==> src/hw/dtt_pkg.sv <==
// Shared constants for the debug trigger and trace status block.
// Assumes a plain register port with one-cycle strobes on sys_clk.
package dtt_pkg;
  localparam int          ADDR_W          = 4;
  localparam int          DATA_W          = 8;
  localparam logic [3:0]  OFF_TRIG_CTRL   = 4'h0;
  localparam logic [3:0]  OFF_TRACE_STAT  = 4'h1;
  localparam logic [3:0]  OFF_DEBUG_CTRL  = 4'h2;
  localparam int          TC_XQUAL_BIT    = 7;
  localparam int          TC_BEGIN_BIT    = 6;
  localparam logic [7:0]  TC_WRITE_MASK   = 8'hcf;
  localparam logic [7:0]  TC_RESET        = 8'h00;
  localparam int          DC_ENABLE_BIT   = 7;
  localparam int          DC_RUN_BIT      = 6;
  localparam int          DC_BRKEN_BIT    = 4;
  localparam logic [7:0]  DC_RESET        = 8'h00;
  localparam logic [3:0]  FIFO_DEPTH      = 4'h8;
  localparam logic [7:0]  UNMAPPED_READ   = 8'h00;

  typedef enum logic [3:0] {
    DTT_MODE_A_ONLY     = 4'b0000,
    DTT_MODE_A_OR_B     = 4'b0001,
    DTT_MODE_A_THEN_B   = 4'b0010,
    DTT_MODE_EVENT_B    = 4'b0011,
    DTT_MODE_A_EVENT_B  = 4'b0100,
    DTT_MODE_A_AND_B    = 4'b0101,
    DTT_MODE_A_NAND_B   = 4'b0110,
    DTT_MODE_INSIDE     = 4'b0111,
    DTT_MODE_OUTSIDE    = 4'b1000
  } dtt_mode_t;

  typedef enum logic [1:0] {
    DTT_IDLE    = 2'b00,
    DTT_ARMED   = 2'b01,
    DTT_STORING = 2'b10
  } dtt_state_t;
endpackage

==> src/hw/dtt_core.sv <==
// Trigger configuration, run sequencing and trace status of the bus debug unit.
// Assumes comparator, opcode tracking and FIFO logic run on sys_clk beside it.
`timescale 1ns/10ps
//Contract
// RQ1: Trigger control writable only while not armed.
// RQ2: Trigger control bits 4 and 5 read zero.
// RQ3: Bit 7 picks force or executed-opcode trigger.
// RQ4: Bit 6 picks end or begin trace.
// RQ5: Event-only modes always run as begin trace.
// RQ6: Modes 0-2: A, A or B, A then B.
// RQ7: Modes 3-4 store on B events.
// RQ8: Modes 5-6: address A with data B match/mismatch.
// RQ9: Modes 7-8: inside or outside address range.
// RQ10: Modes 9 through 15 never trigger.
// RQ11: Trace status is read-only.
// RQ12: A flag clears at start, sets on A.
// RQ13: B flag clears at start, sets on B.
// RQ14: Armed status bit mirrors run request when enabled.
// RQ15: Armed on run write, clears at run end.
// RQ16: Begin ends on full, end ends on trigger.
// RQ17: Writing zero to run or enable ends run.
// RQ18: Count clears at start, reports words stored.
// RQ19: Count never decrements on FIFO reads.
// RQ20: Enable cannot be set while secured.
// RQ21: Breaks on full or trigger when enabled.
// RQ22: Count increments per stored word, saturates eight.
module dtt_core
  import dtt_pkg::*;
(
  input  wire logic                 sys_clk,
  input  wire logic                 rst_b,
  input  wire logic [dtt_pkg::ADDR_W-1:0] reg_addr,
  input  wire logic [dtt_pkg::DATA_W-1:0] reg_wdata,
  input  wire logic                 reg_wr,
  input  wire logic                 reg_rd,
  output logic      [dtt_pkg::DATA_W-1:0] reg_rdata,
  input  wire logic                 mcu_secure,
  input  wire logic                 cmp_a_match,
  input  wire logic                 cmp_b_match,
  input  wire logic                 cmp_b_data_match,
  input  wire logic                 addr_below_a,
  input  wire logic                 addr_above_b,
  input  wire logic                 opcode_exec_a,
  input  wire logic                 opcode_exec_b,
  input  wire logic                 fifo_full,
  input  wire logic                 fifo_push,
  output logic                      run_active,
  output logic                      store_enable,
  output logic                      event_only,
  output logic                      trigger_pulse,
  output logic                      break_request
);
  import dtt_pkg::*;

  logic [7:0]  trig_ctrl_q;
  logic [7:0]  dbg_ctrl_q;
  logic        a_hit_q;
  logic        b_hit_q;
  logic        a_seen_q;
  logic [3:0]  count_q;
  dtt_state_t  state_q;
  logic        arm_prev_q;
  logic        wr_tc;
  logic        wr_dc;
  logic        run_start;
  logic        run_end;
  logic        manual_stop;
  logic        a_qual;
  logic        b_qual;
  logic        trig;
  logic        store_ev;
  logic        begin_trace;
  logic [3:0]  mode;
  logic        enable;
  logic        armed;

  function automatic logic is_event_mode(input logic [3:0] m);
    return (m == DTT_MODE_EVENT_B) || (m == DTT_MODE_A_EVENT_B);
  endfunction

  assign mode   = trig_ctrl_q[3:0];
  assign enable = dbg_ctrl_q[DC_ENABLE_BIT];
  assign armed  = dbg_ctrl_q[DC_RUN_BIT];
  assign wr_tc  = reg_wr && (reg_addr == OFF_TRIG_CTRL);
  assign wr_dc  = reg_wr && (reg_addr == OFF_DEBUG_CTRL);

  // Tag type routes the A and B comparator matches through the opcode execution tracker; the data match and range inputs bypass it.
  assign a_qual = trig_ctrl_q[TC_XQUAL_BIT] ? opcode_exec_a : cmp_a_match; // RQ3
  assign b_qual = trig_ctrl_q[TC_XQUAL_BIT] ? opcode_exec_b : cmp_b_match; // RQ3

  assign begin_trace = trig_ctrl_q[TC_BEGIN_BIT] || is_event_mode(mode); // RQ4 RQ5
  assign event_only  = is_event_mode(mode); // RQ5

  // Decodes the trigger condition for the selected mode.
  always_comb begin
    trig     = 1'b0;
    store_ev = 1'b0;
    case (mode)
      DTT_MODE_A_ONLY:    trig = a_qual; // RQ6
      DTT_MODE_A_OR_B:    trig = a_qual || b_qual; // RQ6
      DTT_MODE_A_THEN_B:  trig = a_seen_q && b_qual; // RQ6
      DTT_MODE_EVENT_B: begin
        trig     = b_qual; // RQ7
        store_ev = b_qual; // RQ7
      end
      DTT_MODE_A_EVENT_B: begin
        trig     = a_seen_q && b_qual; // RQ7
        store_ev = a_seen_q && b_qual; // RQ7
      end
      DTT_MODE_A_AND_B:   trig = a_qual && cmp_b_data_match; // RQ8
      DTT_MODE_A_NAND_B:  trig = a_qual && !cmp_b_data_match; // RQ8
      DTT_MODE_INSIDE:    trig = !addr_below_a && !addr_above_b; // RQ9
      DTT_MODE_OUTSIDE:   trig = addr_below_a || addr_above_b; // RQ9
      default:            trig = 1'b0; // RQ10
    endcase
  end

  assign trigger_pulse = armed && trig;
  assign manual_stop   = wr_dc && (!reg_wdata[DC_RUN_BIT] || !reg_wdata[DC_ENABLE_BIT]); // RQ17
  assign run_start     = armed && !arm_prev_q;
  assign run_end       = armed && (begin_trace ? fifo_full : trigger_pulse); // RQ16

  // Debug control: run request set by software, cleared at run end.
  always_ff @(posedge sys_clk) begin
    if (!rst_b) begin
      dbg_ctrl_q <= DC_RESET;
    end else if (wr_dc) begin
      dbg_ctrl_q <= reg_wdata;
      if (mcu_secure && !enable) begin
        dbg_ctrl_q[DC_ENABLE_BIT] <= 1'b0; // RQ20
      end
      if (!(reg_wdata[DC_ENABLE_BIT] && (enable || !mcu_secure))) begin
        dbg_ctrl_q[DC_RUN_BIT] <= 1'b0; // RQ15 RQ17
      end
    end else if (run_end) begin
      dbg_ctrl_q[DC_RUN_BIT] <= 1'b0; // RQ15 RQ16
    end
  end

  // Trigger control: locked while armed, bits 4 and 5 kept zero.
  always_ff @(posedge sys_clk) begin
    if (!rst_b) begin
      trig_ctrl_q <= TC_RESET;
    end else if (wr_tc && !armed) begin // RQ1
      trig_ctrl_q <= reg_wdata & TC_WRITE_MASK; // RQ2
    end
  end

  always_ff @(posedge sys_clk) begin
    if (!rst_b) begin
      arm_prev_q <= 1'b0;
    end else begin
      arm_prev_q <= armed;
    end
  end

  // Match flags; a match in the first armed cycle wins over the start clear.
  always_ff @(posedge sys_clk) begin
    if (!rst_b) begin
      a_hit_q <= 1'b0;
      b_hit_q <= 1'b0;
    end else if (run_start) begin
      a_hit_q <= a_qual; // RQ12
      b_hit_q <= b_qual; // RQ13
    end else if (armed) begin
      if (a_qual) begin
        a_hit_q <= 1'b1; // RQ12
      end
      if (b_qual) begin
        b_hit_q <= 1'b1; // RQ13
      end
    end
  end

  // A-seen sequencer: wiped while idle, so no run inherits an old A match.
  always_ff @(posedge sys_clk) begin
    if (!rst_b) begin
      a_seen_q <= 1'b0;
    end else if (!armed) begin
      a_seen_q <= 1'b0;
    end else if (a_qual) begin
      a_seen_q <= 1'b1; // RQ6 RQ7
    end
  end

  // Run state: begin traces wait for trigger before storing.
  always_ff @(posedge sys_clk) begin
    if (!rst_b) begin
      state_q <= DTT_IDLE;
    end else begin
      case (state_q)
        DTT_IDLE: begin
          if (armed && !manual_stop) begin
            state_q <= (begin_trace && !event_only && !trigger_pulse) ? DTT_ARMED : DTT_STORING; // RQ4
          end
        end
        DTT_ARMED: begin
          if (!armed || manual_stop) begin
            state_q <= DTT_IDLE;
          end else if (trigger_pulse) begin
            state_q <= DTT_STORING; // RQ4
          end
        end
        DTT_STORING: begin
          if (!armed || run_end || manual_stop) begin
            state_q <= DTT_IDLE;
          end
        end
        default: state_q <= DTT_IDLE;
      endcase
    end
  end

  assign store_enable = (state_q == DTT_STORING) && armed &&
                        (!event_only || store_ev); // RQ7
  assign run_active   = armed;

  // Valid count: cleared at start, counts pushes, saturates; reads never touch it.
  always_ff @(posedge sys_clk) begin
    if (!rst_b) begin
      count_q <= 4'h0;
    end else if (run_start) begin
      count_q <= 4'h0; // RQ18
    end else if (armed && fifo_push && (count_q != FIFO_DEPTH)) begin
      count_q <= count_q + 4'h1; // RQ22 RQ19
    end
  end

  // Break request on the run-ending event when breaks are enabled.
  always_ff @(posedge sys_clk) begin
    if (!rst_b) begin
      break_request <= 1'b0;
    end else begin
      break_request <= dbg_ctrl_q[DC_BRKEN_BIT] && run_end; // RQ21
    end
  end

  // Register read port; trace status ignores writes entirely.
  always_ff @(posedge sys_clk) begin
    if (!rst_b) begin
      reg_rdata <= 8'h00;
    end else if (reg_rd) begin
      case (reg_addr)
        OFF_TRIG_CTRL:  reg_rdata <= trig_ctrl_q & TC_WRITE_MASK; // RQ2
        OFF_TRACE_STAT: reg_rdata <= {a_hit_q, b_hit_q, enable && armed, 1'b0,
                                      count_q}; // RQ11 RQ14 RQ18
        OFF_DEBUG_CTRL: reg_rdata <= dbg_ctrl_q;
        default:        reg_rdata <= UNMAPPED_READ;
      endcase
    end else begin
      reg_rdata <= 8'h00;
    end
  end

  property p_tc_locked;
    @(posedge sys_clk) disable iff (!rst_b)
      armed && !$past(wr_dc) |=> $stable(trig_ctrl_q) || !$past(armed);
  endproperty
  a_tc_locked: assert property (p_tc_locked) else $error("Trigger control changed while armed."); // RQ1

  property p_tc_zero;
    @(posedge sys_clk) disable iff (!rst_b) trig_ctrl_q[5:4] == 2'b00;
  endproperty
  a_tc_zero: assert property (p_tc_zero) else $error("Hard-wired trigger bits set."); // RQ2

  property p_no_trig_high;
    @(posedge sys_clk) disable iff (!rst_b) mode > 4'h8 |-> !trigger_pulse;
  endproperty
  a_no_trig_high: assert property (p_no_trig_high) else $error("Reserved mode triggered."); // RQ10

  property p_flags_clear;
    @(posedge sys_clk) disable iff (!rst_b)
      run_start && !a_qual && !b_qual |=> !a_hit_q && !b_hit_q;
  endproperty
  a_flags_clear: assert property (p_flags_clear) else $error("Match flags not cleared at start."); // RQ12

  property p_b_flag;
    @(posedge sys_clk) disable iff (!rst_b) armed && !run_start && b_qual |=> b_hit_q;
  endproperty
  a_b_flag: assert property (p_b_flag) else $error("B flag not set on match."); // RQ13

  property p_end_trace_stop;
    @(posedge sys_clk) disable iff (!rst_b)
      armed && !begin_trace && trigger_pulse && !wr_dc |=> !armed;
  endproperty
  a_end_trace_stop: assert property (p_end_trace_stop) else $error("End trace kept running."); // RQ16

  property p_manual_stop;
    @(posedge sys_clk) disable iff (!rst_b) manual_stop |=> !armed;
  endproperty
  a_manual_stop: assert property (p_manual_stop) else $error("Run survived a stop write."); // RQ17

  property p_secure;
    @(posedge sys_clk) disable iff (!rst_b) mcu_secure && !enable |=> !enable;
  endproperty
  a_secure: assert property (p_secure) else $error("Enable set while secured."); // RQ20

  property p_count_sat;
    @(posedge sys_clk) disable iff (!rst_b) count_q <= FIFO_DEPTH;
  endproperty
  a_count_sat: assert property (p_count_sat) else $error("Valid count passed eight."); // RQ22

  property p_count_start;
    @(posedge sys_clk) disable iff (!rst_b) run_start |=> count_q == 4'h0;
  endproperty
  a_count_start: assert property (p_count_start) else $error("Count not cleared at start."); // RQ18

  property p_tc_write;
    @(posedge sys_clk) disable iff (!rst_b)
      wr_tc && !armed |=> trig_ctrl_q == ($past(reg_wdata) & TC_WRITE_MASK);
  endproperty
  a_tc_write: assert property (p_tc_write) else $error("Idle trigger write lost."); // RQ1

  property p_rd_zero;
    @(posedge sys_clk) disable iff (!rst_b)
      reg_rd && (reg_addr == OFF_TRIG_CTRL) |=> reg_rdata[5:4] == 2'b00;
  endproperty
  a_rd_zero: assert property (p_rd_zero) else $error("Hard-wired bits read as one."); // RQ2

  property p_force;
    @(posedge sys_clk) disable iff (!rst_b)
      !trig_ctrl_q[TC_XQUAL_BIT] && (mode == DTT_MODE_A_ONLY) && armed && cmp_a_match |-> trigger_pulse;
  endproperty
  a_force: assert property (p_force) else $error("Force match did not trigger."); // RQ3

  property p_event_run;
    @(posedge sys_clk) disable iff (!rst_b)
      armed && event_only && !fifo_full && !wr_dc |=> armed;
  endproperty
  a_event_run: assert property (p_event_run) else $error("Event run ended before full."); // RQ5

  property p_a_then_b;
    @(posedge sys_clk) disable iff (!rst_b)
      (mode == DTT_MODE_A_THEN_B) && !a_seen_q |-> !trigger_pulse;
  endproperty
  a_a_then_b: assert property (p_a_then_b) else $error("B triggered before A."); // RQ6

  property p_event_store;
    @(posedge sys_clk) disable iff (!rst_b)
      event_only && store_enable |-> b_qual;
  endproperty
  a_event_store: assert property (p_event_store) else $error("Event store without B."); // RQ7

  property p_full_mode;
    @(posedge sys_clk) disable iff (!rst_b)
      armed && (mode == DTT_MODE_A_AND_B) && a_qual && cmp_b_data_match |-> trigger_pulse;
  endproperty
  a_full_mode: assert property (p_full_mode) else $error("Full mode missed."); // RQ8

  property p_a_flag;
    @(posedge sys_clk) disable iff (!rst_b)
      armed && a_qual |=> a_hit_q;
  endproperty
  a_a_flag: assert property (p_a_flag) else $error("A flag not set on match."); // RQ12

  property p_stat_mirror;
    @(posedge sys_clk) disable iff (!rst_b)
      reg_rd && (reg_addr == OFF_TRACE_STAT) && enable |=> reg_rdata[5] == $past(armed);
  endproperty
  a_stat_mirror: assert property (p_stat_mirror) else $error("Armed image wrong."); // RQ14

  property p_arm_set;
    @(posedge sys_clk) disable iff (!rst_b)
      wr_dc && reg_wdata[DC_RUN_BIT] && reg_wdata[DC_ENABLE_BIT] && (enable || !mcu_secure) |=> armed;
  endproperty
  a_arm_set: assert property (p_arm_set) else $error("Run write did not arm."); // RQ15

  property p_begin_full;
    @(posedge sys_clk) disable iff (!rst_b)
      armed && begin_trace && fifo_full && !wr_dc |=> !armed;
  endproperty
  a_begin_full: assert property (p_begin_full) else $error("Begin trace ran past full."); // RQ16

  property p_count_hold;
    @(posedge sys_clk) disable iff (!rst_b)
      !armed |=> $stable(count_q);
  endproperty
  a_count_hold: assert property (p_count_hold) else $error("Count moved while idle."); // RQ19

  property p_count_inc;
    @(posedge sys_clk) disable iff (!rst_b)
      armed && fifo_push && (count_q != FIFO_DEPTH) && !run_start |=>
      count_q == $past(count_q) + 4'h1;
  endproperty
  a_count_inc: assert property (p_count_inc) else $error("Count missed a stored word."); // RQ22

  property p_break;
    @(posedge sys_clk) disable iff (!rst_b)
      dbg_ctrl_q[DC_BRKEN_BIT] && run_end |=> break_request;
  endproperty
  a_break: assert property (p_break) else $error("Break not requested at run end."); // RQ21
endmodule

==> config.mk <==
export PLATFORM = sky130hd
export DESIGN_NAME = dtt_core
export DESIGN_NICKNAME = d
export VERILOG_FILES = /design/src/hw/dtt_pkg.sv /design/src/hw/dtt_core.sv
export SDC_FILE = /design/constraint.sdc
export NUM_CORES = 1
export LEC_CHECK = 0
export ABC_AREA = 1
export BUFFER_PORTS_ARGS = -buffer_cell sky130_fd_sc_hd__buf_2
export CORE_AREA = 10 10 71 88
export DETAILED_ROUTE_END_ITERATION = 10
export DIE_AREA = 0 0 81 98
export PLACE_DENSITY = 0.58
export RECOVER_POWER = 25
export SLEW_MARGIN = 20
export SYNTH_ARGS = -nofsm -noshare
export SYNTH_HDL_FRONTEND = slang
export SYNTH_SLANG_ARGS = --single-unit
==> constraint.sdc <==
create_clock -name sys_clk -period 2.36 [get_ports sys_clk]
set_input_delay 0 -clock sys_clk [delete_from_list [all_inputs] [get_ports sys_clk]]
set_output_delay 0 -clock sys_clk [all_outputs]
set_load 0.01 [all_outputs]
After elaboration in Yosys (flattened, before gate mapping)
Cells that the tools add are included.
Operators by class
  $add $sub $neg: 1
  multipliers: 0
  div/mod/pow operators: 0
  magnitude comparators: 0
  equal/unequal tests: 16
  shift operators: 0
  multiplexer cells: 22
  bitwise gates (word level): 1
  reductions and logical operators: 58
Operators with widths (count)
  one-hot mux 8 bit (3 select lines): 1
  logical AND 1 bit: 22
  == test 4 x 3 -> 1 bit, second input constant: 4
  two-way mux 1 bit: 13
  == test 4 x 2 -> 1 bit, second input constant: 3
  zero test 1 bit: 12
  logical OR 1 bit: 10
  two-way mux 2 bit: 5
  == test 4 x 1 -> 1 bit, second input constant: 2
  zero test 4 bit: 2
  one-hot mux 1 bit (8 select lines): 1
  AND reduction 2 bit: 4
  nonzero test 2 bit: 4
  one-hot mux 2 bit (3 select lines): 1
  adder 4 x 1 -> 4 bit, second input constant: 1
  == test 4 bit, second input constant: 1
  inequality test 2 bit, second input constant: 2
  inequality test 4 bit, second input constant: 1
  OR reduction 2 bit: 2
  inequality test 3 bit, second input constant: 1
  AND reduction 3 bit: 1
  == test 2 x 1 -> 1 bit, second input constant: 1
  == test 2 bit, second input constant: 1
  zero test 2 bit: 1
  other kinds (2): 2
Storage, ports and cells
  flip-flop bits (word level): 33
  bits in latches: 0
  memory bits (writable): 0
  ROM bits: 0
  input bits: 26
  output and inout bits: 13
  logic and storage cells: 109
  memories: 0

Longest topological paths before layout
  word-level depth: 10
  depth in mapped cells: 15
  gate-level depth less buffers: 15

Worst setup path before layout
No wires, ideal clock.
  path type: reg-to-reg
  start point: register trig_ctrl_q[1]
  end point: register state_q[0]
  setup time: 112 ps
  arrival: 1232 ps
  data required time: 2248 ps
  setup slack: 1016 ps
  cell stages (with the launch flop): 13
  path buffers: 1
  clock period less this slack: 1344 ps
  cell sequence: dfxtp_1 > buf_4 > nand2_2 > nor2_1 > nand2_2 > nand3_2 > nor2_2 > nand2_2 > nand2_2 > a21oi_2 > nand2_1 > nor2_1 > nor2_1
On the way
  word-level cells in the longest chain between the ends: 10
  elaborated cells between the ends (all ways): 28
  those cells by class: eq/ne (10); mux (5); reduce/logical (13)
RTL lines
  start, declared: RTL line dtt_core.sv:55  | logic [7:0] trig_ctrl_q;
  start signal, assigned: RTL line dtt_core.sv:145  | trig_ctrl_q <= reg_wdata & TC_WRITE_MASK;
  == test 4 x 3 -> 1 bit / == test 4 x 2 -> 1 bit (equally long branches): RTL line dtt_core.sv:78, dtt_core.sv:98
  OR reduction 2 bit (no source line)
  one-hot mux 1 bit (8 select lines): RTL line dtt_core.sv:98  | case (mode)
  logical AND 1 bit: RTL line dtt_core.sv:118  | assign trigger_pulse = armed && trig;
  two-way mux 1 bit: RTL line dtt_core.sv:121  | assign run_end = armed && (begin_trace ? fifo_full : trigger_pulse);
  logical AND 1 bit: RTL line dtt_core.sv:121
  logical OR 1 bit (2 in a row): RTL line dtt_core.sv:205  | if (!armed || run_end || manual_stop) begin
  inequality test 2 bit (no source line)
  AND reduction 3 bit (no source line)
  end signal, assigned: RTL line dtt_core.sv:194  | state_q <= (begin_trace && !event_only && !trigger_pulse) ? DTT_ARMED : DTT_STORING;
  end, declared: RTL line dtt_core.sv:61  | dtt_state_t state_q;
Parallel ways exist; a longest one is shown, timed or not. The select of a mux whose other input is x is not followed.
A chain may end at the register's enable or synchronous reset.

Worst setup path in the final report
  start point: register trig_ctrl_q[1]
  end point: output port store_enable
On the way
  word-level cells in the longest chain between the ends: 5
  elaborated cells between the ends (all ways): 7
  those cells by class: eq/ne (2); mux (1); reduce/logical (4)
RTL lines
  branches (longest 3 deep; another with == test 4 x 3 -> 1 bit)
  logical OR 1 bit *: RTL line dtt_core.sv:215  | (!event_only || store_ev);
  logical AND 1 bit *: RTL line dtt_core.sv:214  | assign store_enable = (state_q == DTT_STORING) && armed &&
  end, declared: RTL line dtt_core.sv:48  | output logic store_enable,
Every way passes the cells marked *.

==> out/metrics.yaml <==
synthesis:
  post-synth-top-area-fraction_pct: 39.58
  synth.avg_cell_area_um2: 7.043
  synth_area_leaders: "dfxtp_1, nand2_1, inv_1, nor2_1, a21oi_1"
  synth_fa_ha_area_share_pct: 1.499
  synth_compound_area_share_pct: 17.17
  synth_top_family_by_area: "simple AND/OR/NAND/NOR gates"
  synth_area_mm2: 0.001669
  synth_largest_area_cell: "dfxtp_1"
  synth_cells: 237
  yosysWarnings: 0
  synth_xor_area_share_pct: 0.5247
  synthMuxAreaShare_pct: 0
  syn_nets: 265
  ys_types: 31
  synth_simple_gate_area_share_pct: 29.91
  yosysSeqAreaShare_pct: 39.58
  ys_ff_latch: 33
clocking:
  cts_setup_buffers: 0
  htree_levels: 2
  clock_sinks: 33
  clk_latency_ns: 0.28
  tritoncts: "yes"
  clockRootBuffer: "clkbuf_8"
  clockBufferDepth: 2
  numCtsBuffers: 5
  path_clk_slew_ns: 0.06
  cts_resized: 0
timing:
  fmax_mhz: 614.3
  fin_setup_tns_ns: 0
  worst_pin_slew_ns: 0.5456
  fin_crit_ns: 1.628
  hold_violations: 0
  relSlewSlack_pct: 63.58
  grt_setup_unrepaired: "false"
  maxSlewViolCount: 0
  hold_slack_ns: 0.008972
  setup_violations: 0
  skew_ns: 0.001767
  finalCritPeriodShare_pct: 68.98
min_path:
  min_path_type: "primary input to register"
place:
  hpwl_um: 3376
  dpl_cell_area_mm2: 0.001907
  portBuffers: 38
  place_congestion: 0.7959
detailed_routing:
  avgViaCountPerCell: 4.595
  met2WireLength_um: 2073
  firstDrtPassIters: 4
  routedLengthMet1_um: 1856
  first_iter_violations: 89
  wirelength_um: 4238
  antenna_left: 0
  routed-via-count: 1567
  routed-wl-met3_um: 243
  route.detailed.drc: 0
  avgRoutedWirePerCell_um: 12.43
  top_layer_used: "met4"
power:
  intPower_mw: 0.8441
  combPwrFrac_pct: 10.4
  total_power_mw: 1.109
  switching_power_mw: 0.2650
  p_per_area_mw_per_mm2: 548.5
  seq_power_share_pct: 51.7
  p_leak_nw: 0.9268
  power_frac_clock_pct: 37.8
  max-vdd-ir-drop_uv: 289.9
  switching_share_pct: 23.89
grt:
  grt_use_total_pct: 10.93
  gr-total-overflow: 0
  antenna_found_initial: 0
  grt_pass1_vias: 1560
  grt_pass1_wl_um: 6975
  grt_max_degree: 19
worst_setup_path:
  path_cells: "nand2_2 -> o21ai_2 -> nand2_1 -> o2111ai_1 -> inv_1 -> buf_2"
  setup.worst_path.start_class: "register"
  cpPeakStageDelay_ns: 0.53
  path_buf_inv: 2
  cp_slowest_cell: "dfxtp_1"
  cp-end-kind: "output port"
  worstPathArrival_ns: 1.63
  cp.required_ns: 2.36
  critPathMaxFanout: 9
  critical_path_class: "register to output port"
  critical_path.top_delay_family: "flip-flops"
final_layout:
  stdcell_area_mm2: 0.002022
  finish.net_count: 309
  antenna_cells: 0
  area_delta_synth_final_pct: 21.14
  drive_above_1_share_pct: 21.71
  utilization_pct: 43.72
die:
  core_area_mm2: 0.004624
  ios: 39
  die-area_mm2: 0.007938
  die_width_um: 81
  rows: 28
  die_h_um: 98
  start_util_pct: 36.09
run:
  drv_cap: 0
outcome:
  outcome: "complete, no violations"
-- logic make-up (layout without fill, tap and decap cells) --
logic type,Yosys count,in the layout
AOI/OAI and AO/OA,49,49
DFF,33,33
buffers and inverters,48,92
xor gates and xnor gates,1,1
and+or+nand+nor,104,104
adders and majority gates,2,2
-- synth_stat cells --
cell type,number
nor2_4,3
o211ai_1,2
clkbuf_1,2
a21oi_2,1
o21ai_1,5
inv_1,38
nand2_2,8
nand3b_1,2
nor3_2,1
o21ai_2,2
nand3_2,4
inv_2,5
o2111ai_1,1
nor3_1,3
a21boi_0,1
o22ai_1,1
nand2_1,46
a211oi_1,1
xor2_1,1
nand3_1,6
dfxtp_1,33
nand4_1,2
ha_1,2
nor3b_1,1
o21ai_0,15
buf_4,2
o221ai_1,4
a21oi_1,16
buf_2,1
nor2_2,3
nor2_1,25
-- stage by stage --
step / worst slack (ns) / cells
2_1_floorplan: 1.016 / 237
3_3_place_gp: 0.8336 / 330
3_5_place_dp: 0.7804 / 330
4_1_cts: 0.7374 / 341
5_1_grt: 0.5699 / 341
6_report: 0.7321 / 341
-- cell type report --
class / count / area, um^2
timing repair buffer: 42 / 219.0
tap: 60 / 75.07
clock buffer: 7 / 86.33
multi-input combinational: 156 / 819.5
sequential: 33 / 660.6
inverter: 43 / 161.4
fill: 516 / 2603
-- flip-flops by register name (all words and copies together) (netlist names) --
register	flops
dbg_ctrl_q	8
reg_rdata	8
trig_ctrl_q	6
count_q	4
state_q	2
a_hit_q	1
a_seen_q	1
arm_prev_q	1
b_hit_q	1
break_request	1
-- routing by layer --
metal,global-route usage [%],up-vias
li1,-,841
met1,11.86,689
met2,18.61,30
met3,4.404,7
met4,3.605,0
met5,0,-
-- power by group through the flow --
stage	clock network, mW	logic (mW)	registers, mW
2_1_floorplan	0	0.0711	0.584
3_3_place_gp	0	0.110	0.586
3_5_place_dp	0	0.110	0.586
4_1_cts	0.430	0.116	0.574
5_1_grt	0.459	0.131	0.575
6_report	0.420	0.116	0.574
-- layout by cell type, fill, tap and decap left out, types with 2 or more instances in the layout --
cell type       n
nand3_2         4
nand4_1         2
o21ai_0        15
a21oi_1        16
nand3_1         6
nor2_2          3
buf_2          29
dfxtp_1        33
nor3_1          3
nand2_1        46
clkbuf_8        6
nor2_4          3
clkbuf_1       10
ha_1            2
dlygate4sd3_1   4
o21ai_2         2
inv_1          39
o211ai_1        2
o221ai_1        4
nand3b_1        2
nor2_1         25
o21ai_1         5
inv_2           4
nand2_2         8
-- what timing repair did --
action | CTS | global route
setup endpoints to repair | 0 | 0
hold buffers | 4 | 0
hold endpoints to repair | 5 | 0
-- path summary, 6_finish.rpt --
| path | from | endpoint | slack, ns | cells past startpoint |
|---|---|---|---|---|
| max reg2reg | trig_ctrl_q[1] | state_q[1] | 0.75 | 11 |
| max | trig_ctrl_q[1] | store_enable | 0.73 | 6 |
| min | reg_wdata[6] | dbg_ctrl_q[6] | 0.009 | 3 |
| min reg2reg | dbg_ctrl_q[3] | dbg_ctrl_q[3] | 0.46 | 2 |
-- worst reg2reg max path, stage by stage (launching register included) --
cell     delay, ns
dfxtp_1       0.53
nand2_2       0.12
nor2_1        0.14
nand2_2       0.07
nand3_2       0.08
nor2_2        0.04
nand2_2       0.08
nand2_2       0.07
a21oi_2       0.17
nand2_1       0.09
nor2_1        0.09
nor2_1        0.04
No activity file was read; power rests on OpenSTA's default activity.
